==> src/rtl/cpp_defines.vh <==
// Constants for the coupled PWM pair: register offsets, fields, resets.
// Assumes a 32-bit APB slave decoding byte addresses in its low bits.
`ifndef CPP_DEFINES_VH
`define CPP_DEFINES_VH

// Register byte offsets
`define CPP_OFF_CTRL0 8'h00
`define CPP_OFF_CLKSEL 8'h04
`define CPP_OFF_RUN 8'h08
`define CPP_OFF_TRIG 8'h0c
`define CPP_OFF_CTRL7 8'h10
`define CPP_OFF_CNT_LO 8'h14
`define CPP_OFF_CNT_HI 8'h18
`define CPP_OFF_PER1 8'h1c
`define CPP_OFF_DUTY1 8'h20
`define CPP_OFF_PER2 8'h24
`define CPP_OFF_DUTY2 8'h28

// first_control_zero fields
`define CPP_C0_SRC_LSB 0
`define CPP_C0_POL 2
`define CPP_C0_IPT 3
// first_run_control fields
`define CPP_RUN_BIT 0
`define CPP_RUN_STAT 1
`define CPP_RUN_ONESHOT 2
`define CPP_RUN_COUPLE 3
`define CPP_RUN_DTIME 4
// first_trigger_control fields
`define CPP_TRG_FN_LSB 0
`define CPP_TRG_EDGE_LSB 2
`define CPP_TRG_PIN 4
// second_control_zero field
`define CPP_C7_POL 0

// Trigger functions
`define CPP_FN_NONE 2'h0
`define CPP_FN_START 2'h1
`define CPP_FN_STOP 2'h2
`define CPP_FN_CLEAR 2'h3
// Trigger edge or level
`define CPP_EDGE_RISE 2'h0
`define CPP_EDGE_FALL 2'h1
`define CPP_EDGE_BOTH 2'h2
`define CPP_EDGE_HIGH 2'h3

// PWM clock sources
`define CPP_SRC_DIV 2'h0
`define CPP_SRC_EXT 2'h1

// Reset values
`define CPP_RST_PER 16'hffff
`define CPP_RST_DUTY 16'h0000
`define CPP_RST_CNT 16'h0000

`endif

==> src/rtl/cpp_pair.v <==
// Coupled PWM pair without dead-time: APB registers, shared counter,
// buffered compare values, external trigger and two output pins.
// Assumes inputs synchronous to clock_i and an APB3 master.
//
// The APB slave port and the register offsets were chosen for this implementation.
`include "cpp_defines.vh"

//////////////////////////////////////////////////////////////////////////////
// Operation
// - Run set: status and counting both next tick
// - Count equals duty1 buffer: flag1 cleared
// - Count equals duty2 buffer: flag2 cleared
// - Count equals period2 buffer: flag2 set
// - Period1 match: flag1 set, counter zeroed
// - Period1 match reloads all four buffers
// - Run cleared: one more count, status drops
// - Restart resumes from retained count
// - One-shot: setting run restarts counting
// - Counter byte write zeroes counter, sets flag1
// - Writes while stopped load buffers directly
// - Clock, interrupt point, polarities from controls
// - External pin starts, stops or clears pair
// - Output1 period is period1 plus one
// - Output1 active time is duty1 plus one
// - Output2 delay1 is duty2 plus one
// - Output2 delay2 is period2 plus one
// - First interrupt late by one clock at most
// - Active when coupled and no dead-time
module cpp_pair #(
	parameter CNT_W = 16,
	parameter DIV_W = 16
) (
	// Clock and reset
	input wire clock_i,
	input wire srst_i,
	// APB slave
	input wire psel_i,
	input wire penable_i,
	input wire pwrite_i,
	input wire [7:0] paddr_i,
	input wire [31:0] pwdata_i,
	output wire [31:0] prdata_o,
	output wire pready_o,
	output wire pslverr_o,
	// External clock and trigger pins
	input wire pwm_ext_clk_i,
	input wire trig_a_i,
	input wire trig_b_i,
	// Outputs
	output wire pwm_first_o,
	output wire pwm_second_o,
	output wire pair_event_o
);

//////////////////////////////////////////////////////////////////////////////
// Registers
reg [7:0] first_control_zero_ff;
reg [7:0] first_clock_select_control_ff;
reg [7:0] first_trigger_control_ff;
reg [7:0] second_control_zero_ff;
reg pair_run_bit_ff;
reg pair_running_status_ff;
reg oneshot_select_ff;
reg coupling_enable_ff;
reg deadtime_enable_ff;
reg [CNT_W-1:0] first_period_ff;
reg [CNT_W-1:0] first_duty_ff;
reg [CNT_W-1:0] second_period_ff;
reg [CNT_W-1:0] second_duty_ff;
reg [CNT_W-1:0] first_period_buffer_ff;
reg [CNT_W-1:0] first_duty_buffer_ff;
reg [CNT_W-1:0] period_buffer_ff;
reg [CNT_W-1:0] second_duty_buffer_ff;
reg [CNT_W-1:0] count_ff;
reg counting_ff;
reg first_output_flag_ff;
reg second_output_flag_ff;
reg pwm_first_ff;
reg pwm_second_ff;
reg event_ff;
reg [DIV_W-1:0] div_ff;
reg ext_clk_ff;
reg trig_prev_ff;
reg [31:0] prdata_ff;

//////////////////////////////////////////////////////////////////////////////
// APB decode
wire apb_wr = psel_i & penable_i & pwrite_i;
wire apb_rd = psel_i & penable_i & ~pwrite_i;
reg addr_hit;
always @* begin
	case (paddr_i)
		`CPP_OFF_CTRL0, `CPP_OFF_CLKSEL, `CPP_OFF_RUN, `CPP_OFF_TRIG,
		`CPP_OFF_CTRL7, `CPP_OFF_CNT_LO, `CPP_OFF_CNT_HI, `CPP_OFF_PER1,
		`CPP_OFF_DUTY1, `CPP_OFF_PER2, `CPP_OFF_DUTY2: addr_hit = 1'b1;
		default: addr_hit = 1'b0;
	endcase
end
assign pready_o = 1'b1;
// Unmapped access flags an error; writes there are dropped
assign pslverr_o = psel_i & penable_i & ~addr_hit;
assign prdata_o = prdata_ff;

wire wr_ctrl0 = apb_wr & (paddr_i == `CPP_OFF_CTRL0);
wire wr_clksel = apb_wr & (paddr_i == `CPP_OFF_CLKSEL);
wire wr_run = apb_wr & (paddr_i == `CPP_OFF_RUN);
wire wr_trig = apb_wr & (paddr_i == `CPP_OFF_TRIG);
wire wr_ctrl7 = apb_wr & (paddr_i == `CPP_OFF_CTRL7);
wire wr_cnt = apb_wr & ((paddr_i == `CPP_OFF_CNT_LO) |
	(paddr_i == `CPP_OFF_CNT_HI));
wire wr_per1 = apb_wr & (paddr_i == `CPP_OFF_PER1);
wire wr_duty1 = apb_wr & (paddr_i == `CPP_OFF_DUTY1);
wire wr_per2 = apb_wr & (paddr_i == `CPP_OFF_PER2);
wire wr_duty2 = apb_wr & (paddr_i == `CPP_OFF_DUTY2);

//////////////////////////////////////////////////////////////////////////////
// PWM clock: one-cycle tick at each falling edge of the divided or external clock, tick every clock for sources 2 and 3
wire [1:0] clk_src = first_control_zero_ff[`CPP_C0_SRC_LSB+1:`CPP_C0_SRC_LSB];
wire [3:0] div_sel = first_clock_select_control_ff[3:0];
wire [DIV_W-1:0] div_nxt = div_ff + {{(DIV_W-1){1'b0}}, 1'b1};
// Divided clock bit div_sel falls when it goes 1 to 0
wire div_fall = div_ff[div_sel] & ~div_nxt[div_sel];
wire ext_fall = ext_clk_ff & ~pwm_ext_clk_i;
reg tick;
always @* begin
	case (clk_src)
		`CPP_SRC_DIV: tick = div_fall;
		`CPP_SRC_EXT: tick = ext_fall;
		// Sources 2 and 3 tick every clock, mainly for fast tests
		default: tick = 1'b1;
	endcase
end

always @(posedge clock_i) begin
	if (srst_i) begin
		div_ff <= {DIV_W{1'b0}};
		ext_clk_ff <= 1'b0;
	end else begin
		div_ff <= div_nxt;
		ext_clk_ff <= pwm_ext_clk_i;
	end
end

//////////////////////////////////////////////////////////////////////////////
// External trigger
wire [1:0] trig_fn = first_trigger_control_ff[`CPP_TRG_FN_LSB+1:
	`CPP_TRG_FN_LSB];
wire [1:0] trig_edge = first_trigger_control_ff[`CPP_TRG_EDGE_LSB+1:
	`CPP_TRG_EDGE_LSB];
wire trig_pin = first_trigger_control_ff[`CPP_TRG_PIN] ? trig_b_i : trig_a_i;
reg trig_hit;
always @* begin
	case (trig_edge)
		`CPP_EDGE_RISE: trig_hit = trig_pin & ~trig_prev_ff;
		`CPP_EDGE_FALL: trig_hit = ~trig_pin & trig_prev_ff;
		`CPP_EDGE_BOTH: trig_hit = trig_pin ^ trig_prev_ff;
		// Level mode acts every cycle while the pin stays high
		default: trig_hit = trig_pin;
	endcase
end
wire trg_start = trig_hit & (trig_fn == `CPP_FN_START);
wire trg_stop = trig_hit & (trig_fn == `CPP_FN_STOP);
wire trg_clear = trig_hit & (trig_fn == `CPP_FN_CLEAR);

always @(posedge clock_i) begin
	if (srst_i)
		trig_prev_ff <= 1'b0;
	else
		trig_prev_ff <= trig_pin;
end

//////////////////////////////////////////////////////////////////////////////
// Counting core
// Other mode combinations are outside this block, so it holds still
wire mode_ok = coupling_enable_ff & ~deadtime_enable_ff;
// Both status and counting are set on the first tick, so the first
// step falls on the second tick
wire step = tick & mode_ok & pair_running_status_ff & counting_ff;
wire per_match = step & (count_ff == first_period_buffer_ff);
wire stopped = ~pair_running_status_ff;
wire clear_cnt = wr_cnt | trg_clear;

// Run bit: software or trigger set beats the one-shot self clear
always @(posedge clock_i) begin
	if (srst_i) begin
		pair_run_bit_ff <= 1'b0;
	end else if (wr_run) begin
		pair_run_bit_ff <= pwdata_i[`CPP_RUN_BIT];
	end else if (trg_start) begin
		pair_run_bit_ff <= 1'b1;
	end else if (trg_stop) begin
		pair_run_bit_ff <= 1'b0;
	end else if (per_match & oneshot_select_ff) begin
		pair_run_bit_ff <= 1'b0;
	end
end

// Status and counting both rise on the first tick after run is set
always @(posedge clock_i) begin
	if (srst_i) begin
		pair_running_status_ff <= 1'b0;
		counting_ff <= 1'b0;
	end else if (per_match & oneshot_select_ff & ~wr_run) begin
		pair_running_status_ff <= 1'b0;
		counting_ff <= 1'b0;
	end else if (tick & mode_ok) begin
		if (pair_run_bit_ff) begin
			pair_running_status_ff <= 1'b1;
			counting_ff <= 1'b1;
		end else if (pair_running_status_ff) begin
			// Last step happens on this tick, then halt
			pair_running_status_ff <= 1'b0;
			counting_ff <= 1'b0;
		end
	end
end

// Counter keeps its value across stop and restart
always @(posedge clock_i) begin
	if (srst_i)
		count_ff <= `CPP_RST_CNT;
	else if (clear_cnt)
		count_ff <= `CPP_RST_CNT;
	else if (per_match)
		count_ff <= `CPP_RST_CNT;
	else if (step)
		count_ff <= count_ff + {{(CNT_W-1){1'b0}}, 1'b1};
end

// Output flags; period match outranks duty match
always @(posedge clock_i) begin
	if (srst_i) begin
		first_output_flag_ff <= 1'b1;
		second_output_flag_ff <= 1'b1;
	end else begin
		if (clear_cnt | per_match)
			first_output_flag_ff <= 1'b1;
		else if (step & (count_ff == first_duty_buffer_ff))
			first_output_flag_ff <= 1'b0;
		if (step & (count_ff == period_buffer_ff))
			second_output_flag_ff <= 1'b1;
		else if (step & (count_ff == second_duty_buffer_ff))
			second_output_flag_ff <= 1'b0;
	end
end

//////////////////////////////////////////////////////////////////////////////
// Setting registers and buffers
always @(posedge clock_i) begin
	if (srst_i) begin
		first_period_ff <= `CPP_RST_PER;
		first_duty_ff <= `CPP_RST_DUTY;
		second_period_ff <= `CPP_RST_PER;
		second_duty_ff <= `CPP_RST_DUTY;
	end else begin
		if (wr_per1)
			first_period_ff <= pwdata_i[CNT_W-1:0];
		if (wr_duty1)
			first_duty_ff <= pwdata_i[CNT_W-1:0];
		if (wr_per2)
			second_period_ff <= pwdata_i[CNT_W-1:0];
		if (wr_duty2)
			second_duty_ff <= pwdata_i[CNT_W-1:0];
	end
end

// A write while stopped reaches the buffer at once.
// A reload at period match wins over a same-cycle direct write;
// the register still keeps the new value for the next reload.
always @(posedge clock_i) begin
	if (srst_i) begin
		first_period_buffer_ff <= `CPP_RST_PER;
		first_duty_buffer_ff <= `CPP_RST_DUTY;
		period_buffer_ff <= `CPP_RST_PER;
		second_duty_buffer_ff <= `CPP_RST_DUTY;
	end else if (per_match) begin
		first_period_buffer_ff <= first_period_ff;
		first_duty_buffer_ff <= first_duty_ff;
		period_buffer_ff <= second_period_ff;
		second_duty_buffer_ff <= second_duty_ff;
	end else if (stopped) begin
		if (wr_per1)
			first_period_buffer_ff <= pwdata_i[CNT_W-1:0];
		if (wr_duty1)
			first_duty_buffer_ff <= pwdata_i[CNT_W-1:0];
		if (wr_per2)
			period_buffer_ff <= pwdata_i[CNT_W-1:0];
		if (wr_duty2)
			second_duty_buffer_ff <= pwdata_i[CNT_W-1:0];
	end
end

// Control registers
always @(posedge clock_i) begin
	if (srst_i) begin
		first_control_zero_ff <= 8'h00;
		first_clock_select_control_ff <= 8'h00;
		first_trigger_control_ff <= 8'h00;
		second_control_zero_ff <= 8'h00;
		oneshot_select_ff <= 1'b0;
		coupling_enable_ff <= 1'b0;
		deadtime_enable_ff <= 1'b0;
	end else begin
		if (wr_ctrl0)
			first_control_zero_ff <= pwdata_i[7:0];
		if (wr_clksel)
			first_clock_select_control_ff <= pwdata_i[7:0];
		if (wr_trig)
			first_trigger_control_ff <= pwdata_i[7:0];
		if (wr_ctrl7)
			second_control_zero_ff <= pwdata_i[7:0];
		if (wr_run) begin
			oneshot_select_ff <= pwdata_i[`CPP_RUN_ONESHOT];
			coupling_enable_ff <= pwdata_i[`CPP_RUN_COUPLE];
			deadtime_enable_ff <= pwdata_i[`CPP_RUN_DTIME];
		end
	end
end

//////////////////////////////////////////////////////////////////////////////
// Pins and event
// Event point: period match, or first duty match when selected
wire duty_event = step & (count_ff == first_duty_buffer_ff);
wire ev_now = first_control_zero_ff[`CPP_C0_IPT] ? duty_event : per_match;
always @(posedge clock_i) begin
	if (srst_i) begin
		pwm_first_ff <= 1'b0;
		pwm_second_ff <= 1'b0;
		event_ff <= 1'b0;
	end else begin
		pwm_first_ff <= first_output_flag_ff ^
			first_control_zero_ff[`CPP_C0_POL];
		pwm_second_ff <= second_output_flag_ff ^
			second_control_zero_ff[`CPP_C7_POL];
		event_ff <= ev_now;
	end
end
assign pwm_first_o = pwm_first_ff;
assign pwm_second_o = pwm_second_ff;
assign pair_event_o = event_ff;

//////////////////////////////////////////////////////////////////////////////
// Read data, registered in the setup cycle
reg [31:0] rd_mux;
always @* begin
	case (paddr_i)
		`CPP_OFF_CTRL0: rd_mux = {24'h000000, first_control_zero_ff};
		`CPP_OFF_CLKSEL: rd_mux = {24'h000000, first_clock_select_control_ff};
		`CPP_OFF_RUN: rd_mux = {27'h0000000, deadtime_enable_ff,
			coupling_enable_ff, oneshot_select_ff,
			pair_running_status_ff, pair_run_bit_ff};
		`CPP_OFF_TRIG: rd_mux = {24'h000000, first_trigger_control_ff};
		`CPP_OFF_CTRL7: rd_mux = {24'h000000, second_control_zero_ff};
		`CPP_OFF_CNT_LO: rd_mux = {24'h000000, count_ff[7:0]};
		`CPP_OFF_CNT_HI: rd_mux = {24'h000000, count_ff[15:8]};
		`CPP_OFF_PER1: rd_mux = {16'h0000, first_period_ff};
		`CPP_OFF_DUTY1: rd_mux = {16'h0000, first_duty_ff};
		`CPP_OFF_PER2: rd_mux = {16'h0000, second_period_ff};
		`CPP_OFF_DUTY2: rd_mux = {16'h0000, second_duty_ff};
		default: rd_mux = 32'h00000000;
	endcase
end
// Data is loaded in the setup cycle so it is stable when pready samples.
// Reads have no side effects, so loading early is harmless.
always @(posedge clock_i) begin
	if (srst_i)
		prdata_ff <= 32'h00000000;
	else if (psel_i & ~penable_i & ~pwrite_i)
		prdata_ff <= rd_mux;
	else if (apb_rd)
		prdata_ff <= prdata_ff;
end

endmodule // cpp_pair

==> config.mk <==
export PLATFORM = sky130hd
export DESIGN_NAME = cpp_pair
export DESIGN_NICKNAME = d
export VERILOG_FILES = /design/src/rtl/cpp_pair.v
export VERILOG_INCLUDE_DIRS = /design/src /design/src/rtl
export SDC_FILE = /design/constraint.sdc
export NUM_CORES = 1
export LEC_CHECK = 0
export ABC_AREA = 1
export BUFFER_PORTS_ARGS = -buffer_cell sky130_fd_sc_hd__clkbuf_2
export CAP_MARGIN = 20
export CORE_MARGIN = 8
export CORE_UTILIZATION = 58
export CTS_BUF_LIST = sky130_fd_sc_hd__clkbuf_16
export DETAILED_ROUTE_END_ITERATION = 8
export PLACE_DENSITY = 0.8
export SETUP_SLACK_MARGIN = 0.4
export SLEW_MARGIN = 20
export SYNTH_ARGS = -nofsm -noshare
export SYNTH_HDL_FRONTEND = slang
export SYNTH_SLANG_ARGS = --single-unit
export TNS_END_PERCENT = 30
==> constraint.sdc <==
create_clock -name clock_i -period 5.5 [get_ports clock_i]
set_input_delay 1.1 -clock clock_i [delete_from_list [all_inputs] [get_ports clock_i]]
set_output_delay 1.1 -clock clock_i [all_outputs]
set_load 0.1 [all_outputs]
==> results of run 1 <==
[kinds of logic after synthesis]
logic type      after synthesis
simple gates                634
flops                       221
compound gates              347
fa+ha+maj                     4
other cells                   2
buf+inv                     266
xor+xnor                     62
[metrics by stage]
step	hold WS [ns]	utilization	std cells	power (µW)
2_1_floorplan	0.443	-	1551	1780
3_3_place_gp	0.454	0.601	1752	1810
3_5_place_dp	0.456	0.603	1754	1810
4_1_cts	0.465	0.639	1792	3230
5_1_grt	0.490	0.639	1792	3300
6_report	0.462	0.639	1792	3220
[cell usage in the layout, fill, tap and decap left out, types with 22 or more instances in the layout]
| cell | n |
|---|---|
| a221oi_1 | 26 |
| xor2_1 | 40 |
| inv_1 | 154 |
| nand2_1 | 281 |
| nor2_1 | 101 |
| o21ai_0 | 110 |
| clkbuf_2 | 50 |
| a21oi_1 | 168 |
| clkbuf_16 | 25 |
| dfxtp_1 | 221 |
| nand3_1 | 170 |
| xnor2_1 | 22 |
[worst paths after layout]
| kind | depth (start not counted) | endpoint | startpoint |
|---|---|---|---|
| min reg2reg | 2 | prdata_o[6] | prdata_o[6] |
| max | 17 | counting_ff | div_ff[0] |
| min | 2 | prdata_o[6] | prdata_o[6] |
| max reg2reg | 17 | counting_ff | div_ff[0] |
[routing by layer]
metal	global-route usage	routed length (µm)	vias up
li1	-	-	5084
met1	0.345	13500	4926
met2	0.440	15100	546
met3	0.0479	2820	107
met4	0.139	1700	0
met5	0	0	-
[final cells by class]
cell class,count,area [µm²]
fillers,1645,6700
multi-input cells,1064,5430
flip-flops and latches,221,4420
clock buffers,25,626
inverters,161,604
repair buffers,74,455
well taps,234,293
clock inverters,13,50.0
[registers in the layout, indices dropped and copies added, names as in the netlist, 8 cells and up]
register / cells
count_ff: 16
second_period_ff: 16
div_ff: 16
second_duty_ff: 16
first_clock_select_control_ff: 8
first_duty_buffer_ff: 16
period_buffer_ff: 16
prdata_o: 16
first_period_buffer_ff: 16
first_duty_ff: 16
second_control_zero_ff: 8
first_period_ff: 16
second_duty_buffer_ff: 16
first_trigger_control_ff: 8
first_control_zero_ff: 8
[cell usage after synthesis (11+ instances only)]
cell type / number
xnor2_1: 22
o21ai_0: 110
buf_4: 21
o22ai_1: 11
nor2_1: 104
a221oi_1: 26
a21oi_1: 168
o211ai_1: 17
buf_2: 17
nand2_1: 281
nor3_1: 18
xor2_1: 40
nand2_2: 12
inv_1: 149
nand3_1: 170
dfxtp_1: 221
clkbuf_1: 58
nand4_1: 16
[critical path, cell delays in order, from the launching register on]
cell     delay, ns
dfxtp_1       0.41
ha_1          0.30
nand3_1       0.14
nor2_1        0.24
nand3_1       0.10
nand2_1       0.09
nand3_1       0.07
nand3_1       0.10
nand3_1       0.10
nand3_1       0.08
nand2_1       0.08
a21oi_4       0.24
nand3_4       0.25
nor2_4        0.54
buf_4         0.50
nand2_1       0.13
o21ai_1       0.23
nor2_1        0.07
[where the power goes]
group          switching (µW)  internal, µW  total (µW)
Clock                     633           806        1440
Sequential               4.02          1610        1610
Combinational             140          29.6         170
==> metrics.cfg, run 1 <==
[timing]
rsz0062_at_grt = no
hold_viol = 0
timing.fmax_mhz = 264
fin_crit_ns = 3.79
finalSetupViolations = 0
fin_crit_sh = 0.689
fin_ws_ns = 1.71
maxSlewHeadroom = 0.303
skew_ns = 0.00863
slew_violations = 0
tightest_slew_ns = 1.04
setup-tns-final_ns = 0

[status]
outcome = complete, no violations

[detailed_routing]
viasPerCell = 5.95
totalWireLength_um = 33100
first_iter_violations = 1076
via_count = 10700
wire_per_inst_um = 18.5
drc = 0
drtPass1Iterations = 8
drtAntennaViolNets = 0

[synth]
synth_warnings = 0
synth-main-ff-cell = dfxtp_1
synth.area.mux_share = 0
synth_adder_area_share = 0.00458
synth_area_leaders = dfxtp_1 40%, nand2_1 9.6%, nand3_1 7.8%
synth_top_family_by_area = simple AND/OR/NAND/NOR gates
synth_edf_count = 0
seq_area_frac_synth = 0.405
yosys.area.top_type = dfxtp_1
synth_simple_gate_area_frac = 0.257
avgSynthCellArea_um2 = 7.12
synth_top_area_frac = 0.405
syn_inst = 1536
async_flop_share = 0
synth_compound_area_frac = 0.177
ys_types = 44
synth-seq-cells = 221
synth_area_um2 = 10900
synth_xor_area_frac = 0.0497

[clock_tree]
cts_buffer_depth = 3
cts_hold_buf = 0
cts_setup_buffers = 0
cts_tree = done
cts-root-buf = clkbuf_16
path_clk_slew_ns = 0.06
cts_resized = 0
cts_buffers = 24
clock_latency_ns = 0.51
clock_sinks = 221
h-tree-depth = 1

[grt]
grt_max_degree = 87
grt_overflow_total = 0
grt_pass1_vias = 9901
track_usage = 0.273
grt_pass1_wl_um = 52800
antenna_found_initial = 0

[layout]
drive_above_1_share = 0.0924
fin_nets = 1598
final_cell_area_um2 = 11900
syn2layout_area_growth_pct = 8.66
num_antenna_cells = 0

[pwr]
powerDensity_nw_per_um2 = 271
p_leak_uw = 0.00517
max-vdd-ir-drop_mv = 0.256

[floorplanning]
fp-row-count = 50
ios = 85
fp.coreArea_um2 = 18600
die_w_um = 153
start_util = 0.588
dieHeight_um = 153
die_area_um2 = 23500

[setup_path]
critPathArrivalTime_ns = 4.19
worstPathMaxFanout = 36
crit_required_ns = 5.90
cp-end-kind = flop
crit_type = flop to flop
start_kind = flop
r2r_slack_ns = 1.71

[placed_design]
place_ws_ns = 1.85
io_buffers = 51
hpwl_um = 22700
post_dp_cell_area_um2 = 11200
routabilityCongestion = 0.984

[run]
max-cap-violations = 0

[min_path]
hp-class = flop to flop

(Power assumes the default switching activity.)
==> run 2, diff against run 1 <==
--- a/config.mk
+++ b/config.mk
@@ -10,7 +10,7 @@
 export BUFFER_PORTS_ARGS = -buffer_cell sky130_fd_sc_hd__clkbuf_2
 export CAP_MARGIN = 20
 export CORE_MARGIN = 8
-export CORE_UTILIZATION = 58
+export CORE_UTILIZATION = 55
 export CTS_BUF_LIST = sky130_fd_sc_hd__clkbuf_16
 export DETAILED_ROUTE_END_ITERATION = 8
 export PLACE_DENSITY = 0.8
==> constraint.sdc (replaced) <==
create_clock -name clock_i -period 3 [get_ports clock_i]
set_input_delay 0.6 -clock clock_i [delete_from_list [all_inputs] [get_ports clock_i]]
set_output_delay 0.6 -clock clock_i [all_outputs]
set_load 0.1 [all_outputs]
==> metrics.cfg, run 2 (synthesis results as in run 1) <==
[grt]
antenna_found_initial = 0
track_usage = 0.286
grt_pass1_wl_um = 56400
grt_overflow_total = 0
grt_max_degree = 123
grt_pass1_vias = 10600

[layout]
final_common_cell = nand2_1
final_cell_area_um2 = 13200
nFillCells = 1586
layout_common_cells = 271 x nand2_1, 211 x dfxtp_1, 166 x a21oi_1
fin_nets = 1669
num_antenna_cells = 0
drive_above_1_share = 0.169
fin_cells = 1900
syn2layout_area_growth_pct = 21.0

[floorplanning]
fp-row-count = 51
die_area_um2 = 24600
ios = 85
start_util = 0.562
die_w_um = 157
fp.coreArea_um2 = 19500
dieHeight_um = 157

[detailed_routing]
drtPass1Iterations = 6
via_count = 11500
viasPerCell = 6.06
first_iter_violations = 1494
totalWireLength_um = 38400
drtAntennaViolNets = 0
drc = 0
wire_per_inst_um = 20.2

[clock_tree]
cts_tree = done
clock_latency_ns = 0.55
path_clk_slew_ns = 0.06
cts_buffers = 25
cts_hold_buf = 0
h-tree-depth = 1
cts_buffer_depth = 3
cts-root-buf = clkbuf_16
clock_sinks = 221

[pwr]
power_frac_seq = 0.455
p_int_uw = 4890
max-vdd-ir-drop_mv = 0.459
clkPwrFrac = 0.492
p_sw_frac = 0.246
powerDensity_nw_per_um2 = 490
p_leak_uw = 0.00579
p_comb_frac = 0.053
p_switching_uw = 1590

[min_path]
hp-class = input port to flop
hold_end = ext_clk_ff
hold_depth = 3
min_from = pwm_ext_clk_i

[setup_path]
cp-end-kind = flop
r2r-start = div_ff[0]
crit_required_ns = 3.42
reg2reg_depth = 18
cp_cell_sequence = buf_6, inv_1, nor2_4, nand2_4, o21ai_2, nand3_1, nand3_1, nand3_2, nand3_2, nand2_2, a21oi_4, buf_6, nand4_1, buf_6, nand2_2, inv_1, o21ai_0, nor2_1
r2r_slack_ns = 0.34
cpPeakStageDelay_ns = 0.37
reg2reg_to = count_ff[5]
path_delay_family = simple AND/OR/NAND/NOR gates
critPathArrivalTime_ns = 3.08
start_kind = flop
cp_common_cell = buf_6
crit_type = flop to flop
cpMaxStageDelayCell = dfxtp_4
worst-path-buf-inv = 5
worstPathMaxFanout = 8

[placed_design]
routabilityCongestion = 1.04
io_buffers = 51
placed_cells = 1821
post_dp_cell_area_um2 = 11600
hpwl_um = 23600

[run]
max-cap-violations = 0

[timing]
timing.fmax_mhz = 376
slew_violations = 0
skew_ns = 0.0164
hold_viol = 0
rsz0062_at_grt = yes
finalSetupViolations = 0
fin_crit_sh = 0.887
tightest_slew_ns = 0.741
maxSlewHeadroom = 0.506
holdWs_ns = 0.283
fin_crit_ns = 2.66
setup-tns-final_ns = 0

[status]
outcome = complete, no violations

## run 2: power groups by stage
stage | Sequential, µW | Combinational, µW | Clock [µW]
2_1_floorplan | 3030 | 233 | 0
3_5_place_dp | 3010 | 315 | 0
4_1_cts | 2950 | 322 | 3190
3_3_place_gp | 3010 | 314 | 0
6_report | 2950 | 342 | 3190
5_1_grt | 2950 | 360 | 3330
## run 2: tightest hold or removal path, stage by stage
cell and delay, ns:
clkbuf_2 0.08, inv_1 0.06, nor2_1 0.04
## run 2: worst max path at each step
stage,slack [ns],start,to,cells past startpoint
finish,0.34,div_ff[0],count_ff[5],18
global placement,0.14,div_ff[1],first_duty_buffer_ff[7],18
floorplan,0.43,paddr_i[7],pslverr_o,8
detailed placement,0.09,div_ff[1],period_buffer_ff[2],17
global route,0.23,div_ff[0],count_ff[5],18
CTS,0.42,div_ff[1],period_buffer_ff[2],18
## run 2: final cells by class
type | instances | area [µm²] | share of cell area
Multi-Input combinational cell | 1064 | 5670 | 0.428
Clock inverter | 20 | 221 | 0.0167
Tap cell | 265 | 332 | 0.0251
Timing Repair Buffer | 144 | 1340 | 0.101
Sequential cell | 221 | 4440 | 0.336
Inverter | 161 | 604 | 0.0457
Clock buffer | 25 | 626 | 0.0473
## run 2: what timing repair did
action / CTS / global route
endpoints found under the setup margin: 84 / 86
resized for setup: 27 / 58
endpoints found under the hold margin: 0 / 0
buffers inserted: 11 / 8
pin swaps: 11 / 25
gates cloned: 3 / 12
## run 2: stage by stage
stage                util  power, µW  setup WS, ns
finish              0.680       6480         0.338
global route        0.680       6640         0.226
CTS                 0.651       6460         0.418
detailed placement  0.594       3330        0.0940
global placement    0.594       3330         0.138
floorplan               -       3260         0.434
## run 2: layer usage
metal  up-vias  track usage  wire length (µm)
met5         -            0                 0
met2       771        0.459             16800
li1       5235            -                 -
met1      5304        0.347             14600
met3       210       0.0576              4230
met4         0        0.181              2680
